File: src/core/synth_regs_map.vh
// field positions, reset values and codes for the modulator/band and flags registers
`ifndef SYNTH_REGS_MAP_VH
`define SYNTH_REGS_MAP_VH
`define FRAME_BITS        6'd32
`define CB_LSB            0
`define CB_MSB            2
`define CB_MODBAND        3'h6
`define CB_FLAGS          3'h7
// modulator_band_config fields
`define MB_BAND_LSB       3
`define MB_BAND_MSB       10
`define MB_MANUAL_BIT     11
`define MB_UPPER_LSB      12
`define MB_UPPER_MSB      15
`define MB_ACC_LSB        16
`define MB_ACC_MSB        17
`define MB_TYPE_BIT       18
`define MB_SHAPE_BIT      19
`define MB_GAIN_BIT       20
`define MB_ORDER_LSB      21
`define MB_ORDER_MSB      22
`define MB_BOOST_BIT      23
`define MB_EXTP_LSB       24
`define MB_EXTP_MSB       25
`define MB_DONE_BIT       26
`define MB_LOCK_BIT       27
`define MB_ORDER_RST      2'h3
`define MB_SHAPE_RST      1'h1
// flags_ident_control fields
`define FL_REV_LSB        20
`define FL_REV_MSB        22
`define FL_PART_LSB       23
`define FL_PART_MSB       26
`define FL_SERR_BIT       27
`define FL_BANDCHG_BIT    28
`define FL_LOSS_BIT       29
`define REV_CODE          3'h5   // arbitrary identity value
`define PART_CODE         4'h9   // arbitrary identity value
`endif

File: src/core/synth_mod_band_status_regs.v
// serial-written modulator/band configuration and sticky flags registers
//
// Summary of operation
// - code 110 loads modulator and band register
// - report read-only loop lock status
// - band search done bit, zero while searching
// - lock window from extra precision bits
// - boost bit extends output power levels
// - order 00 integer, 10 second, 11 third
// - dither one or four LSB, shaping enable
// - band search accuracy 1, 2, 4 cycles
// - band field shows band, manual write overrides
// - manual bit picks held or searched band
// - band divisor is base plus 256 times upper
// - sticky loss-of-lock, write one clears
// - sticky band-change, write one clears
// - serial error bit reads frame error
// - frame not 32 clocks sets serial error
// - code 111 loads flags register
`timescale 1ns/1ns
`include "synth_regs_map.vh"
module synth_mod_band_status_regs #(
   parameter BAND_W = 8   // VCO band width
) (
   input  wire              mclk,                 // 100 MHz system clock
   input  wire              rst_n,                // async reset, active low
   input  wire              serial_clk,           // host serial clock pin
   input  wire              serial_data,          // host serial data pin, msb first
   input  wire              chip_select_n,        // frame select pin, active low
   input  wire              lock_raw,             // lock comparator verdict
   input  wire              search_busy,          // band search in progress
   input  wire              search_event,         // pulse: auto search picked a band
   input  wire [BAND_W-1:0] search_band,          // band chosen by auto search
   input  wire [7:0]        band_clock_divider_base, // base band clock divider
   input  wire              lock_window_precision,   // precision bit held elsewhere
   input  wire [1:0]        output_power_code,    // power field held elsewhere
   output reg  [3:0]        lock_window_code,     // 0:10 1:6 2:3 3:4 4:4.5 5:1.5 ns
   output reg  [2:0]        power_level_code,     // index into eight power steps
   output reg  [1:0]        modulator_order,      // 0 off, 2 second, 3 third
   output reg               integer_mode,         // fractional value ignored
   output reg  [2:0]        dither_scale,         // dither amplitude in LSB
   output reg               dither_shaping_enable,// shaping of dither on
   output reg               modulator_type,       // modulator variant select
   output reg  [2:0]        search_accuracy_cycles, // band clock cycles per step
   output reg  [BAND_W-1:0] band_in_use,          // band driven to the VCO
   output reg  [11:0]       band_clock_divisor,   // full band clock divisor
   output reg  [31:0]       modband_readback,     // modulator/band register image
   output reg  [31:0]       flags_readback        // flags register image
);
   // pin synchronisers, first stage read only by second; bit 2 chip select,
   // bit 1 data, bit 0 serial clock
   reg [2:0] sclk_s1_q;
   reg [2:0] sclk_s2_q;
   reg       sclk_prev_q;
   // both stages reset to the idle pin levels, chip select high and clock low,
   // so release from reset never shows a false frame end or clock edge
   always @(posedge mclk or negedge rst_n) begin
      if (!rst_n) begin
         sclk_s1_q <= 3'h4;
         sclk_s2_q <= 3'h4;
      end else begin
         sclk_s1_q <= {chip_select_n, serial_data, serial_clk};
         sclk_s2_q <= sclk_s1_q;
      end
   end

   // previous synchronised clock level for rise detection
   always @(posedge mclk or negedge rst_n) begin
      if (!rst_n)
         sclk_prev_q <= 1'b0;
      else
         sclk_prev_q <= sclk_s2_q[0];
   end
   wire sclk_rise = sclk_s2_q[0] & ~sclk_prev_q;
   wire sdat      = sclk_s2_q[1];
   wire cs_n      = sclk_s2_q[2];
   reg  cs_prev_q;
   wire cs_rise   = cs_n & ~cs_prev_q;

   // shift register and clock counter; count saturates so long frames stay wrong
   // the count is held through the chip select rise so the commit sees it
   // a short or long frame therefore never reaches either register
   reg [31:0] shift_q;
   reg [5:0]  count_q;
   always @(posedge mclk or negedge rst_n) begin
      if (!rst_n) begin
         shift_q   <= 32'h0;
         count_q   <= 6'h0;
         cs_prev_q <= 1'b1;
      end else begin
         cs_prev_q <= cs_n;
         if (cs_n && !cs_prev_q) begin
            count_q <= count_q;
         end else if (cs_n) begin
            count_q <= 6'h0;
         end else if (sclk_rise) begin
            shift_q <= {shift_q[30:0], sdat};
            if (count_q != 6'h3F)
               count_q <= count_q + 6'h1;
         end
      end
   end
   // commit decision, made once per frame on the synchronised chip select rise
   wire frame_ok  = (count_q == `FRAME_BITS);
   wire frame_bad = cs_rise & ~frame_ok;
   wire [2:0] cb  = shift_q[`CB_MSB:`CB_LSB];
   wire wr_mb     = cs_rise & frame_ok & (cb == `CB_MODBAND);
   wire wr_fl     = cs_rise & frame_ok & (cb == `CB_FLAGS);

   // configuration fields of the modulator/band register
   reg [BAND_W-1:0] band_hold_q;   // band written by the host
   reg              manual_q;      // manual band enable
   reg              type_q;        // modulator variant
   reg              shape_q;       // dither shaping enable
   reg              gain_q;        // dither gain
   reg              boost_q;       // output power boost
   reg              bit7_q;        // reserved bit, kept only for readback
   reg [3:0]        upper_q;       // upper band clock divider bits
   reg [1:0]        acc_q;         // band search accuracy code
   reg [1:0]        order_q;       // modulator order code
   reg [1:0]        extp_q;        // extra lock window precision
   always @(posedge mclk or negedge rst_n) begin
      if (!rst_n) begin
         band_hold_q <= {BAND_W{1'b0}};
         manual_q    <= 1'b0;
         upper_q     <= 4'h0;
         acc_q       <= 2'h0;
         type_q      <= 1'b0;
         shape_q     <= `MB_SHAPE_RST;
         gain_q      <= 1'b0;
         order_q     <= `MB_ORDER_RST;
         boost_q     <= 1'b0;
         extp_q      <= 2'h0;
         bit7_q      <= 1'b0;
      end else if (wr_mb) begin
         manual_q <= shift_q[`MB_MANUAL_BIT];
         // band written only takes hold with manual enable in the same frame
         if (shift_q[`MB_MANUAL_BIT])
            band_hold_q <= shift_q[`MB_BAND_MSB:`MB_BAND_LSB];
         upper_q  <= shift_q[`MB_UPPER_MSB:`MB_UPPER_LSB];
         acc_q    <= shift_q[`MB_ACC_MSB:`MB_ACC_LSB];
         type_q   <= shift_q[`MB_TYPE_BIT];
         shape_q  <= shift_q[`MB_SHAPE_BIT];
         gain_q   <= shift_q[`MB_GAIN_BIT];
         order_q  <= shift_q[`MB_ORDER_MSB:`MB_ORDER_LSB];
         boost_q  <= shift_q[`MB_BOOST_BIT];
         extp_q   <= shift_q[`MB_EXTP_MSB:`MB_EXTP_LSB];
         bit7_q   <= shift_q[7];
      end
   end

   // status inputs from the loop logic are on mclk already
   // busy resets high so the done bit reads zero until the search reports
   reg lock_q, lock_prev_q, busy_q;
   always @(posedge mclk or negedge rst_n) begin
      if (!rst_n) begin
         lock_q      <= 1'b0;
         lock_prev_q <= 1'b0;
         busy_q      <= 1'b1;
      end else begin
         lock_q      <= lock_raw;
         lock_prev_q <= lock_q;
         busy_q      <= search_busy;
      end
   end
   wire lock_lost = lock_prev_q & ~lock_q;

   // sticky flags; a write of one clears, an event in that cycle still sets
   wire loss_q, bandchg_q, serr_q;
   // loss of lock: falling edge of the registered lock verdict
   sticky_flag u_loss (
      .mclk    (mclk),
      .rst_n   (rst_n),
      .set_evt (lock_lost),
      .clr_evt (wr_fl & shift_q[`FL_LOSS_BIT]),
      .flag_q  (loss_q)
   );
   // band change: one pulse per band picked by the search
   sticky_flag u_bandchg (
      .mclk    (mclk),
      .rst_n   (rst_n),
      .set_evt (search_event),
      .clr_evt (wr_fl & shift_q[`FL_BANDCHG_BIT]),
      .flag_q  (bandchg_q)
   );
   // frame error: any frame that did not carry exactly 32 clocks
   sticky_flag u_serr (
      .mclk    (mclk),
      .rst_n   (rst_n),
      .set_evt (frame_bad),
      .clr_evt (wr_fl & shift_q[`FL_SERR_BIT]),
      .flag_q  (serr_q)
   );

   // encodings of the decoded outputs; named so the tables below read plainly
   localparam [3:0] LW_10NS   = 4'h0;  // widest window, the reset choice
   localparam [3:0] LW_6NS    = 4'h1;  // plain precision bit set
   localparam [3:0] LW_3NS    = 4'h2;  // first extra step
   localparam [3:0] LW_4NS    = 4'h3;  // second extra step, precision low
   localparam [3:0] LW_4P5NS  = 4'h4;  // second extra step, precision high
   localparam [3:0] LW_1P5NS  = 4'h5;  // narrowest, for high detector rates
   localparam [2:0] CYC_ONE   = 3'h1;  // one band clock cycle
   localparam [2:0] CYC_TWO   = 3'h2;  // two band clock cycles
   localparam [2:0] CYC_FOUR  = 3'h4;  // four band clock cycles
   localparam [2:0] DITH_ONE  = 3'h1;  // dither at one LSB
   localparam [2:0] DITH_FOUR = 3'h4;  // dither at four LSB

   // lock window: the extra bits refine the plain precision bit
   reg [3:0] lw_d;
   always @* begin
      case ({extp_q, lock_window_precision})
         3'h0:    lw_d = LW_10NS;
         3'h1:    lw_d = LW_6NS;
         3'h2:    lw_d = LW_3NS;
         3'h3:    lw_d = LW_3NS;     // precision bit has no effect here
         3'h4:    lw_d = LW_4NS;
         3'h5:    lw_d = LW_4P5NS;
         3'h6:    lw_d = LW_1P5NS;
         3'h7:    lw_d = LW_1P5NS;   // precision bit has no effect here
         default: lw_d = LW_10NS;
      endcase
   end

   // band search accuracy in band clock cycles
   reg [2:0] acc_d;
   always @* begin
      case (acc_q)
         2'h0:    acc_d = CYC_ONE;
         2'h1:    acc_d = CYC_TWO;
         2'h2:    acc_d = CYC_FOUR;
         default: acc_d = CYC_ONE;   // reserved code falls back to one cycle
      endcase
   end

   // register images for readback, each field placed at its map position
   reg [31:0] mb_img_d;
   reg [31:0] fl_img_d;
   always @* begin
      mb_img_d                              = 32'h0;
      mb_img_d[`CB_MSB:`CB_LSB]             = `CB_MODBAND;
      mb_img_d[`MB_BAND_MSB:`MB_BAND_LSB]   = band_in_use;
      // the reserved bit shares its slot with band bit four, so both show
      mb_img_d[7]                           = mb_img_d[7] | bit7_q;
      mb_img_d[`MB_MANUAL_BIT]              = manual_q;
      mb_img_d[`MB_UPPER_MSB:`MB_UPPER_LSB] = upper_q;
      mb_img_d[`MB_ACC_MSB:`MB_ACC_LSB]     = acc_q;
      mb_img_d[`MB_TYPE_BIT]                = type_q;
      mb_img_d[`MB_SHAPE_BIT]               = shape_q;
      mb_img_d[`MB_GAIN_BIT]                = gain_q;
      mb_img_d[`MB_ORDER_MSB:`MB_ORDER_LSB] = order_q;
      mb_img_d[`MB_BOOST_BIT]               = boost_q;
      mb_img_d[`MB_EXTP_MSB:`MB_EXTP_LSB]   = extp_q;
      mb_img_d[`MB_DONE_BIT]                = ~busy_q;
      mb_img_d[`MB_LOCK_BIT]                = lock_q;
      fl_img_d                              = 32'h0;
      fl_img_d[`CB_MSB:`CB_LSB]             = `CB_FLAGS;
      fl_img_d[`FL_REV_MSB:`FL_REV_LSB]     = `REV_CODE;
      fl_img_d[`FL_PART_MSB:`FL_PART_LSB]   = `PART_CODE;
      fl_img_d[`FL_SERR_BIT]                = serr_q;
      fl_img_d[`FL_BANDCHG_BIT]             = bandchg_q;
      fl_img_d[`FL_LOSS_BIT]                = loss_q;
   end

   // loop configuration outputs, registered so the analog side sees clean edges
   always @(posedge mclk or negedge rst_n) begin
      if (!rst_n) begin
         lock_window_code       <= LW_10NS;
         power_level_code       <= 3'h0;
         modulator_order        <= `MB_ORDER_RST;
         integer_mode           <= 1'b0;
         dither_scale           <= DITH_ONE;
         dither_shaping_enable  <= `MB_SHAPE_RST;
         modulator_type         <= 1'b0;
      end else begin
         lock_window_code       <= lw_d;
         power_level_code       <= {boost_q, output_power_code};
         modulator_order        <= order_q;
         integer_mode           <= (order_q == 2'h0);
         dither_scale           <= gain_q ? DITH_FOUR : DITH_ONE;
         dither_shaping_enable  <= shape_q;
         modulator_type         <= type_q;
      end
   end

   // band selection outputs; the divisor is a plain join since upper counts 256s
   always @(posedge mclk or negedge rst_n) begin
      if (!rst_n) begin
         search_accuracy_cycles <= CYC_ONE;
         band_in_use            <= {BAND_W{1'b0}};
         band_clock_divisor     <= 12'h0;
      end else begin
         search_accuracy_cycles <= acc_d;
         band_in_use            <= manual_q ? band_hold_q : search_band;
         band_clock_divisor     <= {upper_q, band_clock_divider_base};
      end
   end

   // readback images trail the live fields by one clock, far below a serial
   // frame time, so a host never sees the lag
   always @(posedge mclk or negedge rst_n) begin
      if (!rst_n) begin
         modband_readback       <= 32'h0;
         flags_readback         <= 32'h0;
      end else begin
         modband_readback       <= mb_img_d;
         flags_readback         <= fl_img_d;
      end
   end
endmodule

File: src/core/sticky_flag.v
// one sticky status bit: hardware set, write-one-to-clear, set wins
`timescale 1ns/1ns
module sticky_flag (
   input  wire mclk,    // system clock
   input  wire rst_n,   // async reset, active low
   input  wire set_evt, // hardware event pulse
   input  wire clr_evt, // clear strobe from host write of one
   output reg  flag_q   // sticky flag
);
   // set beats clear so an event in the clear cycle is kept
   always @(posedge mclk or negedge rst_n) begin
      if (!rst_n)
         flag_q <= 1'b0;
      else if (set_evt)
         flag_q <= 1'b1;
      else if (clr_evt)
         flag_q <= 1'b0;
   end
endmodule

File: config.mk
export PLATFORM = sky130hd
export DESIGN_NAME = synth_mod_band_status_regs
export DESIGN_NICKNAME = d
export VERILOG_FILES = /design/src/core/synth_mod_band_status_regs.v /design/src/core/sticky_flag.v
export VERILOG_INCLUDE_DIRS = /design/src /design/src/core
export SDC_FILE = /design/constraint.sdc
export NUM_CORES = 1
export LEC_CHECK = 0
export ABC_CLOCK_PERIOD_IN_PS = 1800
export BUFFER_PORTS_ARGS = -buffer_cell sky130_fd_sc_hd__buf_2
export CORE_AREA = 2 2 126 91
export CTS_CLUSTER_SIZE = 30
export DETAILED_ROUTE_END_ITERATION = 10
export DIE_AREA = 0 0 128 93
export MAX_ROUTING_LAYER = met4
export PLACE_DENSITY = 0.7
export SLEW_MARGIN = 15
export SYNTH_ARGS = -nofsm -noshare
export SYNTH_HDL_FRONTEND = slang
export SYNTH_SLANG_ARGS = --single-unit
File: constraint.sdc
create_clock -name mclk -period 1.8 [get_ports mclk]
set_input_delay 0.09 -clock mclk [delete_from_list [all_inputs] [get_ports mclk]]
set_output_delay 0.09 -clock mclk [all_outputs]
set_load 0.1 [all_outputs]
== Word-level counts from Yosys, hierarchy flattened ==
Memory sizes are Yosys's and may differ from the RTL's. A register that Yosys moved wholly into a read port is not among the register bits.
Index checks and enable logic that the tools add are counted.

* Bits in registers: 149
* Bits in read-only memories: 24
* Input port bits: 27
* Output and inout port bits: 102
* Memories: 1

{| class="wikitable"
|+ Memories
! name !! words !! bits a word !! rd ports !! clocked after Yosys merged registers in !! write ports !! RTL line !! source
|-
| (no name shown) || 8 || 3 || 1 || 1 || 0 || synth_mod_band_status_regs.v:211 || <nowiki>case ({extp_q, lock_window_precision})</nowiki>
|}

* Add/sub/neg operators: 1
* Equal/unequal tests: 6
* Multiplexer cells: 12
* Bitwise logic cells: 18
* Reduce and logical (&&, ||, !) cells: 12

{| class="wikitable"
|+ Operators by type and width
! kind !! number
|-
| $mux 6 || 3
|-
| $and 1x1->1 || 10
|-
| $reduce_bool 2->1 || 5
|-
| $mux 8 || 1
|-
| $not 1->1 || 7
|-
| $add 6x1->6 const B || 1
|-
| $eq 3x3->1 const B || 2
|-
| $eq 6x6->1 const B || 1
|-
| $mux 1 || 6
|-
| $ne 6x6->1 const B || 1
|-
| $pmux 3 s2 || 1
|-
| $reduce_and 3->1 || 2
|-
| $mux 3 || 1
|-
| $eq 2x1->1 const B || 1
|-
| $eq 2x2->1 const B || 1
|-
| $logic_not 1->1 || 2
|-
| $logic_not 2->1 || 1
|-
| $reduce_and 2->1 || 1
|-
| $logic_and 1x1->1 || 1
|-
| $or 1x1->1 || 1
|}

== Depth between registers and ports, before layout ==
* Depth in word-level cells: 7
* Depth in mapped cells: 6
* Depth with buffers taken out: 5

== By module ==
A second synthesis with hierarchy kept.

* Cell total of the unflattened synthesis: 324
* Area, all modules: 4918.5 sq um

{| class="wikitable"
|+ By module, submodules not included
! module !! times used !! cells each !! area an instance (sq um) !! seq. area each (sq um)
|-
| synth_mod_band_status_regs || 1 || 315 || 4809.6 || 3218.1
|-
| sticky_flag || 3 || 3 || 36.3 || 25.0
|}

== Worst setup path after synthesis ==
No wires, ideal clock.

* Kind: reg2reg
* Start point: reg sclk_s2_q[2]
* End point: reg acc_q[0]
* Library setup time: 0.125 ns
* Arrival time: 1.767 ns
* Required time: 1.675 ns
* Slack: -0.091 ns
* Stages on the path, launching flop included: 6
* Clock period less this slack: 1.891 ns
* Path through: dfstp_2 > buf_2 > nand4b_2 > nor4_4 > buf_6 > mux2_2

* Cells in the longest elaborated chain, start to end: 3

{| class="wikitable"
|+ Ends and longest elaborated chain
! item !! RTL line !! source
|-
| start: declaration || synth_mod_band_status_regs.v:53 || <nowiki>reg [2:0] sclk_s2_q;</nowiki>
|-
| start signal: assignment || synth_mod_band_status_regs.v:63 || <nowiki>sclk_s2_q <= sclk_s1_q;</nowiki>
|-
| $and 1x1->1 || synth_mod_band_status_regs.v:78 || <nowiki>wire cs_rise = cs_n & ~cs_prev_q;</nowiki>
|-
| $and 1x1->1 (2 in a row) || synth_mod_band_status_regs.v:107 || <nowiki>wire wr_mb = cs_rise & frame_ok & (cb == `CB_MODBAND);</nowiki>
|-
| end signal: assignment || synth_mod_band_status_regs.v:141 || <nowiki>acc_q <= shift_q[`MB_ACC_MSB:`MB_ACC_LSB];</nowiki>
|-
| end: declaration || synth_mod_band_status_regs.v:119 || <nowiki>reg [1:0] acc_q;</nowiki>
|}

No other way between the ends.
A chain may end at the register's enable or synchronous reset.

== Final worst setup path ==
Same ends and word-level chain as after synthesis.

==> out/qor.log <==
qor: status.outcome completed
qor: cells_and_area.seq_area 0.00329 mm²
qor: floorplan.row_count 32
qor: worst_setup_path.crit_chain nand4b_4, nor4_4, clkbuf_16, mux2_4
qor: sta.setup_viol 0
qor: min_path.hold_path.class input pin to async pin
qor: worst_setup_path.setup.worst_path.end_class flip-flop
qor: sta.grt_setup_unrepaired yes
qor: sta.period_minus_slack 1.79 ns
qor: floorplan.initial_core_util 45.7%
qor: placed_design.routabilityCongestion 0.778
qor: drt.drt-initial-drc-count 138
qor: clock_tree.clk_latency_worst_skew_pair 0.41 ns
qor: pwr.leakagePower 3.23 nW
qor: sta.fin_worst_skew 0.00645 ns
qor: sta.final_critical_path_setup_slack 0.00666 ns
qor: cells_and_area.drive_gt1_share 38.7%
qor: worst_setup_path.rr_worst_depth 4
qor: worst_setup_path.timing.critical_path.fanout_max 8
qor: logic_synthesis.async_reset_ff_share 100%
qor: worst_setup_path.crit_cells 4
qor: global_route.grt_start_max_net_pins 47
qor: logic_synthesis.synth_flop_cell sky130_fd_sc_hd__dfrtp_1
qor: worst_setup_path.cp_data_arrival_time 2.08 ns
qor: clock_tree.cts-htree-levels 4
qor: placed_design.placement.io_buffers 99
qor: worst_setup_path.critPathRequiredTime 2.09 ns
qor: clock_tree.cts_buffers 17
qor: global_route.first_global_vias 2952
qor: worst_setup_path.cp-endpoint acc_q[0]$_DFFE_PN0P_
qor: drt.detailroute.via_count 2984
qor: pwr.switching_share 28.1%
qor: logic_synthesis.netlist_instances 381
qor: pwr.p_int 0.00529 W
qor: global_route.grt_overflow 0
qor: clock_tree.tritoncts yes
qor: worst_setup_path.worst_path_buffer_plus_inverter_count 1
qor: sta.timing.final.hold_violations 0
qor: pwr.seq_power_share 42.5%
qor: drt.drtAntennaViolNets 0
qor: logic_synthesis.yosys_register_bits 131
qor: pwr.switching_power_summed_over_all_nets 0.00207 W
qor: clock_tree.cts.sinks 131
qor: floorplan.ioPinCount 129
qor: flow_run.max_cap_violations 0
qor: sta.worst_hold_slack 0.195 ns
qor: sta.final_report_max_slew_violation_count 0
qor: logic_synthesis.synth.lib_cells_used.distinct 36
qor: clock_tree.cts.clk_slew.worst_paths 0.06 ns
qor: sta.max_freq 0.558 GHz
qor: placed_design.placedInstanceArea 0.00542 mm²
qor: worst_setup_path.reg2reg_from sclk_s2_q[2]$_DFF_PN1_
qor: cells_and_area.fill_cells 853
qor: worst_setup_path.critical_path.max_stage_delay 0.59 ns
qor: global_route.wire_length_of_the_first_global_routing_pass 14400 µm
qor: worst_setup_path.timing_worst_setup_path_type flip-flop to flip-flop
qor: floorplan.dieArea 0.0119 mm²
qor: placed_design.post-place-ws -0.00876 ns
qor: drt.drc 0
qor: logic_synthesis.syn_area 0.00491 mm²
qor: cells_and_area.multi_input_logic_area 0.00133 mm²
qor: pwr.clockPowerShare 45.0%
qor: logic_synthesis.synth_edf_count 0
qor: worst_setup_path.worstSetupStartpointType flip-flop
qor: global_route.grt_use_total 16.4%
qor: drt.route.final.wire_length 8970 µm
qor: cells_and_area.syn2layout_area_growth 29.2%
qor: worst_setup_path.reg2reg_slack 0.007 ns
qor: cells_and_area.final_cell_mix 119 x sky130_fd_sc_hd__dfrtp_1, 98 x sky130_fd_sc_hd__nand2_1, 98 x sky130_fd_sc_hd__buf_2
qor: clock_tree.clockRootBuffer sky130_fd_sc_hd__clkbuf_16
qor: worst_setup_path.critical_path_s_slowest_cell sky130_fd_sc_hd__dfstp_2
qor: logic_synthesis.synth.avg_cell_area 12.9 µm²
qor: cells_and_area.post_layout_nonfiller_instances 655
qor: clock_tree.clk_path_buf_depth 2
qor: worst_setup_path.critical_path.top_delay_family flip-flops
qor: pwr.pwr-share-comb 12.5%
qor: drt.detail_route.first_pass.iterations 5
qor: pwr.vdd.ir_drop.worst 0.584 mV
qor: sta.final_min_period_over_clock_period 99.6%
qor: cells_and_area.layout.cells.most_common sky130_fd_sc_hd__dfrtp_1
qor: pwr.pwr_density_cell 1160 mW/mm²
qor: worst_setup_path.end_of_the_worst_register_to_register_path acc_q[0]$_DFFE_PN0P_
qor: placed_design.half_perimeter_wire_length_after_detailed_placement 5600 µm
qor: cells_and_area.postLayoutCellArea 0.00634 mm²
qor: global_route.grt_antenna_before_repair 0
qor: floorplan.chip_width 128 µm
qor: floorplan.die_h 93 µm
qor: drt.average_wire_length_per_cell_after_detail_routing 13.7 µm
qor: placed_design.dp.cells 593
qor: pwr.fin_total_pwr 0.00736 W
qor: logic_synthesis.synthesis.yosys.warnings 0
qor: drt.avgViaCountPerCell 4.56
qor: floorplan.core_region_area 0.0107 mm²
qor: cells_and_area.finish.net_count 537
qor: worst_setup_path.critical_path.startpoint sclk_s2_q[2]$_DFF_PN1_
qor: cells_and_area.num_antenna_cells 0
qor: logic_synthesis.synth-seq-area-share 67.1%
==> sequential cells by signal, summed over array words and instances, names as in the netlist, 4 cells and up <==
register            count
upper_q                 4
shift_q                30
flags_readback          4
band_hold_q             8
band_in_use             8
count_q                 6
modband_readback       22
band_clock_divisor     11
==> how the worst min path moves through the flow <==
stage	from	to	slack, ns	depth (start not counted)
after floorplan	rst_n	acc_q[0]$_DFFE_PN0P_	-0.21	0
after global placement	rst_n	modband_readback[26]$_DFF_PN0_	0.04	1
after detailed placement	rst_n	modband_readback[26]$_DFF_PN0_	0.04	1
after CTS	rst_n	modband_readback[26]$_DFF_PN0_	0.17	2
after global routing	rst_n	modband_readback[21]$_DFF_PN0_	0.22	2
final	rst_n	modband_readback[18]$_DFF_PN0_	0.19	2
==> cell families (layout without fill, tap and decap cells) <==
kind of cell,count (synthesis),in the layout,synth area share [%]
AOI/OAI and AO/OA,14,14,2.04
xor gates and xnor gates,1,1,0.178
adders and majority gates,4,4,1.02
buffers and inverters,71,181,9.58
DFF,131,131,67.1
muxes,36,36,8.21
other,2,30,0.153
and+or+nand+nor,122,122,11.7
==> final cells by class <==
cell class	instances	area share, %
inverter	8	0.474
tap	136	2.68
sequential	131	51.9
clock buffer	20	7.04
clock inverter	12	2.07
multi-input combinational	207	21.0
timing repair buffer	141	14.8
==> cells in the mapped netlist, types with 2 or more instances <==
| cell | count | area share, % |
|---|---|---|
| sky130_fd_sc_hd__nand2b_1 | 5 | 0.64 |
| sky130_fd_sc_hd__conb_1 | 2 | 0.15 |
| sky130_fd_sc_hd__or2_2 | 2 | 0.25 |
| sky130_fd_sc_hd__inv_1 | 8 | 0.61 |
| sky130_fd_sc_hd__o41ai_1 | 2 | 0.36 |
| sky130_fd_sc_hd__mux2_2 | 34 | 7.8 |
| sky130_fd_sc_hd__ha_1 | 4 | 1.0 |
| sky130_fd_sc_hd__nand2_1 | 98 | 7.5 |
| sky130_fd_sc_hd__nor2_1 | 2 | 0.15 |
| sky130_fd_sc_hd__dfstp_2 | 12 | 6.4 |
| sky130_fd_sc_hd__nor2b_1 | 2 | 0.25 |
| sky130_fd_sc_hd__nand3_1 | 2 | 0.20 |
| sky130_fd_sc_hd__nor4_4 | 2 | 0.87 |
| sky130_fd_sc_hd__mux2i_1 | 2 | 0.41 |
| sky130_fd_sc_hd__clkbuf_1 | 9 | 0.69 |
| sky130_fd_sc_hd__a21oi_1 | 2 | 0.20 |
| sky130_fd_sc_hd__dfrtp_1 | 119 | 61 |
| sky130_fd_sc_hd__o21ai_0 | 5 | 0.51 |
| sky130_fd_sc_hd__buf_4 | 52 | 8.0 |
==> power by group through the flow <==
| stage | Sequential (W) | Combinational [W] | Clock, W |
|---|---|---|---|
| floorplan | 0.00335 | 0.000578 | 0 |
| global placement | 0.00317 | 0.000852 | 0 |
| detailed placement | 0.00318 | 0.000867 | 0 |
| CTS | 0.00313 | 0.000914 | 0.00339 |
| global route | 0.00314 | 0.000969 | 0.00354 |
| finish | 0.00313 | 0.000920 | 0.00331 |
==> per-layer routing <==
| layer | part of all wire, % | track usage, % | vias up |
|---|---|---|---|
| li1 | - | - | 1411 |
| met1 | 45 | 20.5 | 1439 |
| met2 | 47 | 24.6 | 123 |
| met3 | 6.7 | 5.03 | 11 |
| met4 | 1.1 | 7.78 | 0 |
| met5 | 0 | - | - |
==> repair_timing <==
item,CTS,global route
gates cloned,0,1
endpoints found under the setup margin,3,14
hold buffers,26,0
gates resized for setup,1,9
buffers inserted,0,3
pin swaps,0,1
endpoints found under the hold margin,138,0
==> through the flow <==
step | setup TNS (ns) | utilization (%)
floorplan | -0.319 | -
global placement | 0 | 50.5
detailed placement | -0.0106 | 50.5
CTS | 0 | 58.3
global route | -0.420 | 59.1
finish | 0 | 59.1
No activity file was read; power rests on OpenSTA's default activity.
